===== config.mk =====
export PLATFORM = sky130hd
export DESIGN_NAME = adc_step15_regs
export DESIGN_NICKNAME = d
export VERILOG_FILES = /design/src/rtl/adc_seq_pkg.sv /design/src/rtl/adc_step15_regs.sv /design/src/rtl/reg_readback.sv /design/src/rtl/step_route_decode.sv
export VERILOG_INCLUDE_DIRS = /design/src /design/src/rtl
export SDC_FILE = /design/constraint.sdc
export NUM_CORES = 1
export LEC_CHECK = 0
export BUFFER_PORTS_ARGS = -buffer_cell sky130_fd_sc_hd__buf_2
export CAP_MARGIN = 10
export CORE_MARGIN = 2
export CORE_UTILIZATION = 44
export DETAILED_ROUTE_END_ITERATION = 8
export GPL_ROUTABILITY_DRIVEN = 1
export HOLD_SLACK_MARGIN = 0.08
export PLACE_DENSITY = 0.75
export SLEW_MARGIN = 20
export SYNTH_ARGS = -nofsm -noshare
export SYNTH_HDL_FRONTEND = slang
export SYNTH_SLANG_ARGS = --single-unit

===== constraint.sdc =====
create_clock -name mclk -period 1.4 [get_ports mclk]
set_input_delay 0.14 -clock mclk [delete_from_list [all_inputs] [get_ports mclk]]
set_output_delay 0.14 -clock mclk [all_outputs]
set_load 0.02 [all_outputs]

===== src/rtl/adc_seq_cfg.svh =====
// Offsets, field positions, reset values and fixed codes of the step-fifteen and scratch registers
`ifndef ADC_SEQ_CFG_SVH
`define ADC_SEQ_CFG_SVH

// ==========================================================================
// Register indices (byte address is four times the index)
`define IDX_STEP_FIFTEEN 8'h9f
`define IDX_SCRATCH_A 8'ha0
`define IDX_SCRATCH_B 8'ha1

// ==========================================================================
// Step-fifteen field positions
`define STEP_EN_BIT 15
`define STEP_GAIN_HI 14
`define STEP_GAIN_LO 13
`define STEP_NEG_BIT 4
`define STEP_POS_HI 3
`define STEP_POS_LO 0

// ==========================================================================
// Scratch A field positions
`define SCR_A_RSV_HI_HI 15
`define SCR_A_RSV_HI_LO 12
`define SCR_A_SPARE_HI_HI 11
`define SCR_A_SPARE_HI_LO 10
`define SCR_A_RSV_MID_HI 9
`define SCR_A_RSV_MID_LO 6
`define SCR_A_SPARE_LO_HI 5
`define SCR_A_SPARE_LO_LO 4
`define SCR_A_RSV_LO_HI 3
`define SCR_A_RSV_LO_LO 0

// ==========================================================================
// Reset and fixed values
`define RST_STEP_FIFTEEN 16'h000f
`define RST_SCRATCH_A 16'h0210
`define RST_SCRATCH_B 16'h0000
`define RSV_A_HI 4'h0
`define RSV_A_MID 4'h8
`define RSV_A_LO 4'h0
`define POS_INTERNAL_MIN 4'h8
`define GAIN_ONE 3'h1
`define GAIN_TWO 3'h2
`define GAIN_FOUR 3'h4

`endif


===== src/rtl/adc_seq_pkg.sv =====
// Types shared by the step-fifteen and scratch register bank
package adc_seq_pkg;

    // ======================================================================
    // Positive source, in code order
    typedef enum logic [3:0] {
        src_ext_zero, src_ext_one, src_ext_two, src_ext_three,
        src_ext_four, src_ext_five, src_ext_six, src_ext_seven,
        src_temp_sensor, src_ground_short, src_test_dac_b, src_analog_supply_div4,
        src_io_supply_div2, src_digital_core_supply_div2, src_analog_power_div103, src_digital_power_div103
    } pos_source_e;

    typedef enum logic [1:0] {
        neg_analog_ground_ref,
        neg_external_input_seven,
        neg_automatic
    } neg_source_e;

    typedef enum logic {
        phase_wait,
        phase_answer
    } apb_phase_e;

    // ======================================================================
    // Carriers
    typedef struct packed {
        logic psel;
        logic penable;
        logic pwrite;
        logic [11:0] paddr;
        logic [31:0] pwdata;
    } apb_req_s;

    typedef struct packed {
        logic step_fifteen_enable;
        logic [1:0] step_fifteen_gain_code;
        logic step_fifteen_negative_select;
        logic [3:0] step_fifteen_positive_select;
    } step_cfg_s;

    typedef struct packed {
        logic [2:0] gain;
        pos_source_e pos;
        neg_source_e neg;
    } route_s;

endpackage


===== src/rtl/adc_step15_regs.sv =====
// APB register bank for sequencer step fifteen and the two scratch registers
//
// Chosen here: the APB slave port.
`timescale 1ns/100ps
`default_nettype none
`include "adc_seq_cfg.svh"

// How it works
// - Step fifteen runs only while enable bit 15 is one; reset zero.
// - Gain bits 14:13 give gain 1, 2, 4, 4; reset 00.
// - Bit 4 picks ground reference or input seven as negative input.
// - Positive codes 0 to 7 route external inputs 0 to 7.
// - Codes 8, 9, 14, 15 pick temperature, short, power dividers; reset 1111.
// - Codes 10 to 13 pick test DAC and supply dividers.
// - Internal positive sources override the negative select bit.
// - Scratch A resets to 0210h, spares 00 and 01.
// - Spare fields are plain read/write storage driving nothing.
// - Scratch A reserved fields ignore writes, read 0000, 1000, 0000.
// - Scratch B exists and resets to 0000h.
// - Step register sits at index 9Fh and resets to 000Fh.
// - All sixteen scratch B bits are read/write spares.
module adc_step15_regs #(
    parameter int ADDR_W = 12
) (
    input wire logic mclk,
    input wire logic rst_b,
    input wire logic psel,
    input wire logic penable,
    input wire logic pwrite,
    input wire logic [ADDR_W-1:0] paddr,
    input wire logic [31:0] pwdata,
    output logic [31:0] prdata,
    output logic pready,
    output logic pslverr,
    output logic step_fifteen_enable,
    output logic [2:0] step_fifteen_gain,
    output var adc_seq_pkg::pos_source_e step_fifteen_positive_route,
    output var adc_seq_pkg::neg_source_e step_fifteen_negative_route
);

    // ======================================================================
    // State
    typedef struct packed {
        adc_seq_pkg::apb_phase_e phase;
        logic pready;
        logic pslverr;
        logic [31:0] prdata;
        adc_seq_pkg::step_cfg_s cfg;
        logic [1:0] spare_hi;
        logic [1:0] spare_lo;
        logic [15:0] scratch_b;
        logic out_enable;
        adc_seq_pkg::route_s out_route;
    } state_s;

    localparam logic [ADDR_W-1:0] ADDR_STEP = ADDR_W'({`IDX_STEP_FIFTEEN, 2'b00});
    localparam logic [ADDR_W-1:0] ADDR_A = ADDR_W'({`IDX_SCRATCH_A, 2'b00});
    localparam logic [ADDR_W-1:0] ADDR_B = ADDR_W'({`IDX_SCRATCH_B, 2'b00});
    localparam logic [15:0] STEP_RST = `RST_STEP_FIFTEEN;
    localparam logic [15:0] A_RST = `RST_SCRATCH_A;
    localparam logic [15:0] B_RST = `RST_SCRATCH_B;

    state_s st;
    state_s next_st;
    adc_seq_pkg::apb_req_s req;
    adc_seq_pkg::route_s route;
    logic [31:0] rdata;
    logic hit_step;
    logic hit_a;
    logic hit_b;
    logic done;

    assign req.psel = psel;
    assign req.penable = penable;
    assign req.pwrite = pwrite;
    assign req.paddr = 12'(paddr);
    assign req.pwdata = pwdata;

    assign hit_step = (paddr == ADDR_STEP);
    assign hit_a = (paddr == ADDR_A);
    assign hit_b = (paddr == ADDR_B);
    assign done = req.psel && req.penable && st.pready;

    // ======================================================================
    // Decode and readback
    step_route_decode u_decode (
        .cfg(st.cfg),
        .route(route)
    );

    reg_readback u_readback (
        .hit_step(hit_step),
        .hit_a(hit_a),
        .hit_b(hit_b),
        .cfg(st.cfg),
        .spare_hi(st.spare_hi),
        .spare_lo(st.spare_lo),
        .scratch_b(st.scratch_b),
        .rdata(rdata)
    );

    // ======================================================================
    // Next state
    always_comb begin
        next_st = st;
        next_st.pready = 1'b0;
        // Routing outputs follow the stored fields one edge later
        next_st.out_enable = st.cfg.step_fifteen_enable;
        next_st.out_route = route;
        unique case (st.phase)
            adc_seq_pkg::phase_wait: begin
                if (req.psel && req.penable) begin
                    // One wait state so the answer leaves a flop
                    next_st.phase = adc_seq_pkg::phase_answer;
                    next_st.pready = 1'b1;
                    next_st.pslverr = !(hit_step || hit_a || hit_b);
                    next_st.prdata = req.pwrite ? 32'h0000_0000 : rdata;
                end
            end
            adc_seq_pkg::phase_answer: begin
                next_st.phase = adc_seq_pkg::phase_wait;
                next_st.pslverr = 1'b0;
                next_st.prdata = 32'h0000_0000;
            end
        endcase
        // Writes take effect only at the completing edge
        if (done && req.pwrite) begin
            if (hit_step) begin
                next_st.cfg.step_fifteen_enable = req.pwdata[`STEP_EN_BIT];
                next_st.cfg.step_fifteen_gain_code = req.pwdata[`STEP_GAIN_HI:`STEP_GAIN_LO];
                next_st.cfg.step_fifteen_negative_select = req.pwdata[`STEP_NEG_BIT];
                next_st.cfg.step_fifteen_positive_select = req.pwdata[`STEP_POS_HI:`STEP_POS_LO];
            end
            if (hit_a) begin
                next_st.spare_hi = req.pwdata[`SCR_A_SPARE_HI_HI:`SCR_A_SPARE_HI_LO];
                next_st.spare_lo = req.pwdata[`SCR_A_SPARE_LO_HI:`SCR_A_SPARE_LO_LO];
            end
            if (hit_b) begin
                next_st.scratch_b = req.pwdata[15:0];
            end
        end
    end

    // ======================================================================
    // Registers
    always_ff @(posedge mclk or negedge rst_b) begin
        if (!rst_b) begin
            st.phase <= adc_seq_pkg::phase_wait;
            st.pready <= 1'b0;
            st.pslverr <= 1'b0;
            st.prdata <= 32'h0000_0000;
            st.cfg.step_fifteen_enable <= STEP_RST[`STEP_EN_BIT];
            st.cfg.step_fifteen_gain_code <= STEP_RST[`STEP_GAIN_HI:`STEP_GAIN_LO];
            st.cfg.step_fifteen_negative_select <= STEP_RST[`STEP_NEG_BIT];
            st.cfg.step_fifteen_positive_select <= STEP_RST[`STEP_POS_HI:`STEP_POS_LO];
            st.spare_hi <= A_RST[`SCR_A_SPARE_HI_HI:`SCR_A_SPARE_HI_LO];
            st.spare_lo <= A_RST[`SCR_A_SPARE_LO_HI:`SCR_A_SPARE_LO_LO];
            st.scratch_b <= B_RST;
            st.out_enable <= 1'b0;
            st.out_route.gain <= `GAIN_ONE;
            st.out_route.pos <= adc_seq_pkg::src_digital_power_div103;
            st.out_route.neg <= adc_seq_pkg::neg_automatic;
        end else begin
            st <= next_st;
        end
    end

    assign prdata = st.prdata;
    assign pready = st.pready;
    assign pslverr = st.pslverr;
    assign step_fifteen_enable = st.out_enable;
    assign step_fifteen_gain = st.out_route.gain;
    assign step_fifteen_positive_route = st.out_route.pos;
    assign step_fifteen_negative_route = st.out_route.neg;
endmodule
`default_nettype wire


===== src/rtl/reg_readback.sv =====
// Builds the read word for the addressed register
`timescale 1ns/100ps
`default_nettype none
`include "adc_seq_cfg.svh"

module reg_readback (
    input wire logic hit_step,
    input wire logic hit_a,
    input wire logic hit_b,
    input wire adc_seq_pkg::step_cfg_s cfg,
    input wire logic [1:0] spare_hi,
    input wire logic [1:0] spare_lo,
    input wire logic [15:0] scratch_b,
    output logic [31:0] rdata
);

    always_comb begin
        rdata = 32'h0000_0000;
        if (hit_step) begin
            // Bits 12:5 stay zero
            rdata[`STEP_EN_BIT] = cfg.step_fifteen_enable;
            rdata[`STEP_GAIN_HI:`STEP_GAIN_LO] = cfg.step_fifteen_gain_code;
            rdata[`STEP_NEG_BIT] = cfg.step_fifteen_negative_select;
            rdata[`STEP_POS_HI:`STEP_POS_LO] = cfg.step_fifteen_positive_select;
        end else if (hit_a) begin
            rdata[`SCR_A_RSV_HI_HI:`SCR_A_RSV_HI_LO] = `RSV_A_HI;
            rdata[`SCR_A_SPARE_HI_HI:`SCR_A_SPARE_HI_LO] = spare_hi;
            rdata[`SCR_A_RSV_MID_HI:`SCR_A_RSV_MID_LO] = `RSV_A_MID;
            rdata[`SCR_A_SPARE_LO_HI:`SCR_A_SPARE_LO_LO] = spare_lo;
            rdata[`SCR_A_RSV_LO_HI:`SCR_A_RSV_LO_LO] = `RSV_A_LO;
        end else if (hit_b) begin
            rdata[15:0] = scratch_b;
        end
    end

endmodule
`default_nettype wire


===== src/rtl/step_route_decode.sv =====
// Decodes the step-fifteen fields into converter gain and input routing
`timescale 1ns/100ps
`default_nettype none
`include "adc_seq_cfg.svh"

module step_route_decode (
    input wire adc_seq_pkg::step_cfg_s cfg,
    output var adc_seq_pkg::route_s route
);

    always_comb begin
        route.pos = adc_seq_pkg::pos_source_e'(cfg.step_fifteen_positive_select);
        unique case (cfg.step_fifteen_gain_code)
            2'b00: route.gain = `GAIN_ONE;
            2'b01: route.gain = `GAIN_TWO;
            2'b10, 2'b11: route.gain = `GAIN_FOUR;
        endcase
        // Internal sources bring their own return path
        if (cfg.step_fifteen_positive_select >= `POS_INTERNAL_MIN) begin
            route.neg = adc_seq_pkg::neg_automatic;
        end else if (cfg.step_fifteen_negative_select) begin
            route.neg = adc_seq_pkg::neg_external_input_seven;
        end else begin
            route.neg = adc_seq_pkg::neg_analog_ground_ref;
        end
    end

endmodule
`default_nettype wire


* After elaboration in Yosys (flattened, before gate mapping)
Index checks and enable logic that the tools add are counted.
** Storage, ports and cells
- Register bits :: 73
- Output and inout bits :: 44
- Word-level logic and storage cells :: 48
** Cells by class
- Order comparisons :: 1
- Eq/ne operators :: 7
- Multiplexer cells :: 13
- Bitwise gates (word level) :: 1
- Reduce and logical (&&, ||, !) cells :: 11
** Operator list (count)
- 33-bit one-hot mux with 2 select lines :: 1
- 16-bit 2-to-1 mux :: 3
- 12-bit by 10-bit equality test with 1-bit output, second input constant :: 3
- 35-bit 2-to-1 mux :: 1
- 3-bit one-hot mux with 3 select lines :: 1
- 8-bit 2-to-1 mux :: 1
- 2-bit AND reduction :: 3
- 5-bit 2-to-1 mux :: 1
- 2-bit equality test, second input constant :: 2
- 4-bit greater-or-equal comparator, second input constant :: 1
- 1-bit logical AND :: 3
- 3-bit 2-to-1 mux :: 1
- 2-bit by 1-bit equality test with 1-bit output, second input constant :: 1
- 2-bit zero test :: 1
- 1-bit logical OR :: 2
- 1-bit 2-to-1 mux :: 2
- 2-bit 2-to-1 mux :: 1
- 2-bit != test, second input constant :: 1
- 1-bit one-hot mux with 2 select lines :: 1
- 2-bit OR reduction :: 1
- 1-bit zero test :: 1
- 1-bit NOT :: 1

* Longest topological paths before layout
- Word-level depth :: 7
- Depth in mapped cells :: 6

* By module
Synthesis repeated with hierarchy kept, for this count alone.
** Second synthesis, totals
- Cells, all modules :: 275
- Area, all modules :: 3362.0 µm²
** Modules (own cells, without submodules)
- adc_step15_regs :: times used 1, cells an instance 204, area an instance 2936.6 µm²
- reg_readback :: times used 1, cells an instance 62, area an instance 371.6 µm²
- step_route_decode :: times used 1, cells an instance 9, area an instance 53.8 µm²

* Least setup slack after synthesis
OpenSTA, ideal clock, no wires.
- Path type :: input-to-reg
- Start :: input paddr[11]
- End :: register, netlist name st[16]
- Setup time :: 0.125 ns
- Data arrival time :: 1.517 ns
- Data required time :: 1.275 ns
- Setup slack :: -0.242 ns
- Stages :: 5
- Path buffers :: 1
- Cell sequence :: or4_4 > nor2_4 > nand4_4 > buf_6 > mux2_4
** On the way
- Longest elaborated chain between the ends :: 2
** RTL lines
- start: declaration :: line adc_step15_regs.sv:30 : input wire logic [ADDR_W-1:0] paddr,
- 12-bit by 10-bit equality test with 1-bit output :: line adc_step15_regs.sv:81 : assign hit_b = (paddr == ADDR_B);
- 2-bit AND reduction (no source line)
No other way between the ends.
A chain may end at the register's enable or synchronous reset.

* Worst setup path in the final report
- Start :: input paddr[11]
- End :: register, netlist name st[25]
** On the way
- Longest elaborated chain between the ends :: 2
** RTL lines (line)
- 12-bit by 10-bit equality test with 1-bit output :: adc_step15_regs.sv:81
- 2-bit AND reduction (no source line)
No other way between the ends.

==> results.yml <==
place:
  dp_hpwl_mm: 3.38
  place_congestion: 0.802
  port_buffers: 60
  post_dp_cell_area_um2: 2820
cells_and_area:
  areaGrowthSynthToFinish_pct: 20.7
  nets: 304
  final_area_um2: 3110
  fillers: 486
  drive_above_1_share_pct: 51.6
  final_util_pct: 55.8
  n_antenna_cell: 0
global_route:
  grt_pass1_vias: 1554
  busiest_layer: "met2"
  antenna_found_initial: 0
  grt_pass1_wl_mm: 7.27
  grt_max_degree: 22
  use_met1_pct: 18.1
  grtUsageMet2_pct: 26.3
  track_usage_pct: 14.9
  grtUsageMet3_pct: 3.60
  overflow: 0
outcome:
  violations: "setup timing"
  run_status: "complete, but fails checks"
synth:
  netlist_area_um2: 2580
  ys_warn_count: 0
  synth_area_leaders: "dfrtp_1 44%, buf_4 12%, dfstp_2 11%"
  synth-edff-count: 0
  synth_seq_area_share_pct: 54.9
  synth_ff_type: "dfrtp_1"
  ys_types: 30
  synth_seq_cells: 56
  syn_avg_cell_area_um2: 13.6
  ys_async_sr_fraction_pct: 100
  synth_top_area_share_pct: 43.7
  synthMostInstantiatedCell: "dfrtp_1"
  syn_inst: 190
  synth_largest_area_cell: "dfrtp_1"
  synthTopCellsByCount: "45 x dfrtp_1, 42 x buf_4, 19 x mux2_2"
route:
  routedWlPerCell_um: 13.9
  vias: 1572
  drtAntennaViolNets: 0
  drt-vias-per-instance: 4.79
  wl_mm: 4.57
  first_iter_violations: 29
  drc_errors: 0
  firstDrtPassIters: 4
power:
  peakVddDrop_mv: 0.546
  p_leak_uw: 0.00165
  p_per_area_nw_per_um2: 902
worst_hold_path:
  hold_path_class: "in2reg"
  whs_path_depth: 2
  hold_path_end: "st[13]$_DFFE_PN0P_"
  hp-start: "pwdata[3]"
die:
  dieArea_um2: 6490
  fp.dieH_um: 80.6
  die_w_um: 80.6
  core_area_um2: 5570
  start_util_pct: 46.3
  io_pins: 93
  rows: 27
critical_path:
  critical_path_peak_fanout: 8
  slowest_stage: "or4_4"
  reg2reg_slack_ns: 0.01
  worstReg2RegStart: "st[72]$_DFF_PN0_"
  crit_required_ns: 1.60
  cpLargestDelayFamily: "simple AND/OR/NAND/NOR gates"
  end_kind: "flop"
  cp_slowest_stage_delay_ns: 0.56
  startpoint_type: "primary input"
  reg2reg_depth: 4
  worst-path-buf-inv: 2
  crit_chain: "buf_6 -> or4_4 -> nor2_4 -> nand4_4 -> clkbuf_16 -> mux2_4"
  critical_path_class: "in2reg"
  rr_endpoint: "st[25]$_DFFE_PN0P_"
  arrival_ns: 1.60
clock_network:
  cts_tree: "yes"
  cts_buffers: 5
  path_clk_slew_ns: 0.09
  clk_latency_ns: 0.31
  cts_buffer_depth: 2
  cts.sinks: 56
  cts_root_buffer: "clkbuf_8"
  htree_levels: 2
sta:
  setup_viol: 1
  grt_setup_unrepaired: "true"
  period_minus_slack_ns: 1.40
  clock_skew_ns: 0.00503
  fin_crit_sh_pct: 100
  hold_viol_final: 0
  worst_slack_ns: -0.00187
  fmax_mhz: 713
  finalMaxSlewViolations: 0
flow_run:
  maxCapViolCount: 0
## final cells by class
class	instances	area, µm²	share of cell area, %
tap	72	90.1	2.90
timing repair buffer	91	633	20.3
sequential	56	1420	45.5
multi-input combinational	101	873	28.1
clock buffer	8	100	3.22
## how the worst max path moves through the flow
| stage | cells after the start | from | slack (ns) | to |
|---|---|---|---|---|
| after floorplan | 5 | paddr[11] | -0.21 | st[16]$_DFFE_PN0P_ |
| after global placement | 6 | paddr[11] | -0.31 | prdata[15]$_DFFE_PN0P_ |
| after detailed placement | 6 | paddr[11] | -0.34 | prdata[0]$_DFFE_PN0P_ |
| after CTS | 4 | st[72]$_DFF_PN0_ | -0.04 | st[11]$_DFFE_PN0P_ |
| after global routing | 4 | st[72]$_DFF_PN0_ | -0.04 | st[25]$_DFFE_PN0P_ |
| final | 6 | paddr[11] | -0.002 | st[25]$_DFFE_PN0P_ |
## where the power goes
part           leakage [µW]  switching, µW  internal (µW)  total (µW)
logic              0.000855            140            104         244
registers          0.000739           4.49           1620        1630
clock network     0.0000515            482            452         934
total               0.00165            626           2180        2810
## per-layer routing
metal	up-vias	wire [µm]
met1	776	1930
li1	736	-
met4	0	57
met5	-	0
met3	7	228
met2	53	2360
## stage by stage
stage	hold WS [ns]	setup WS [ns]	power (µW)	instances	TNS (ns)
5_1_grt	0.0842	-0.0423	2920	328	-0.323
6_report	0.0854	-0.00187	2810	328	-0.00187
3_3_place_gp	0.104	-0.314	1870	304	-10.87
4_1_cts	0.0803	-0.0363	2830	324	-0.296
3_5_place_dp	0.111	-0.336	1870	304	-11.60
2_1_floorplan	-0.156	-0.206	1770	205	-3.62
## cell families after synthesis
group | Yosys count | share of synthesized area (%)
multiplexers | 32 | 15.3
other | 1 | 0.145
flip-flops | 56 | 54.9
buffers and inverters | 48 | 13.7
AO/OA/AOI/OAI | 20 | 6.21
AND/OR/NAND/NOR | 33 | 9.75
## cells in the final DEF (no fill, tap or decap), drive strengths merged
cell and count:
mux2i 3, dfstp 11, conb 16, nand4b 2, and3 1, dlygate4sd3 14
a221o 7, clkbuf 9, or4 1, dfrtp 45, o21a 1, nand3 1
nor3b 1, nor3 1, nor2b 3, nand4 2, nor2 3, mux2 29
nand2 6, buf 76, o21ai 4, or2b 1, nor4 2, and2 9
a22o 6, a21oi 2
## worst reg2reg max path, delay by kind of cell, from the launching register on
family | cells | cell delay [ns]
multiplexers | 1 | 0.30
AND/OR/NAND/NOR | 2 | 0.35
buffers and inverters | 1 | 0.21
flip-flops | 1 | 0.43
## sequential cells by signal, summed over array words and instances, names as in the netlist
name                         count
prdata                          16
step_fifteen_positive_route      4
step_fifteen_gain                3
next_st                          1
step_fifteen_negative_route      2
step_fifteen_enable              1
pslverr                          1
st                              28
## repair_timing
action | in CTS | in global routing
gates cloned | 0 | 1
resized for setup | 1 | 4
hold endpoints to repair | 31 | 2
buffers inserted | 0 | 1
pin swaps | 1 | 2
setup endpoints to repair | 22 | 38
hold buffers | 12 | 2
(Power assumes the default switching activity.)
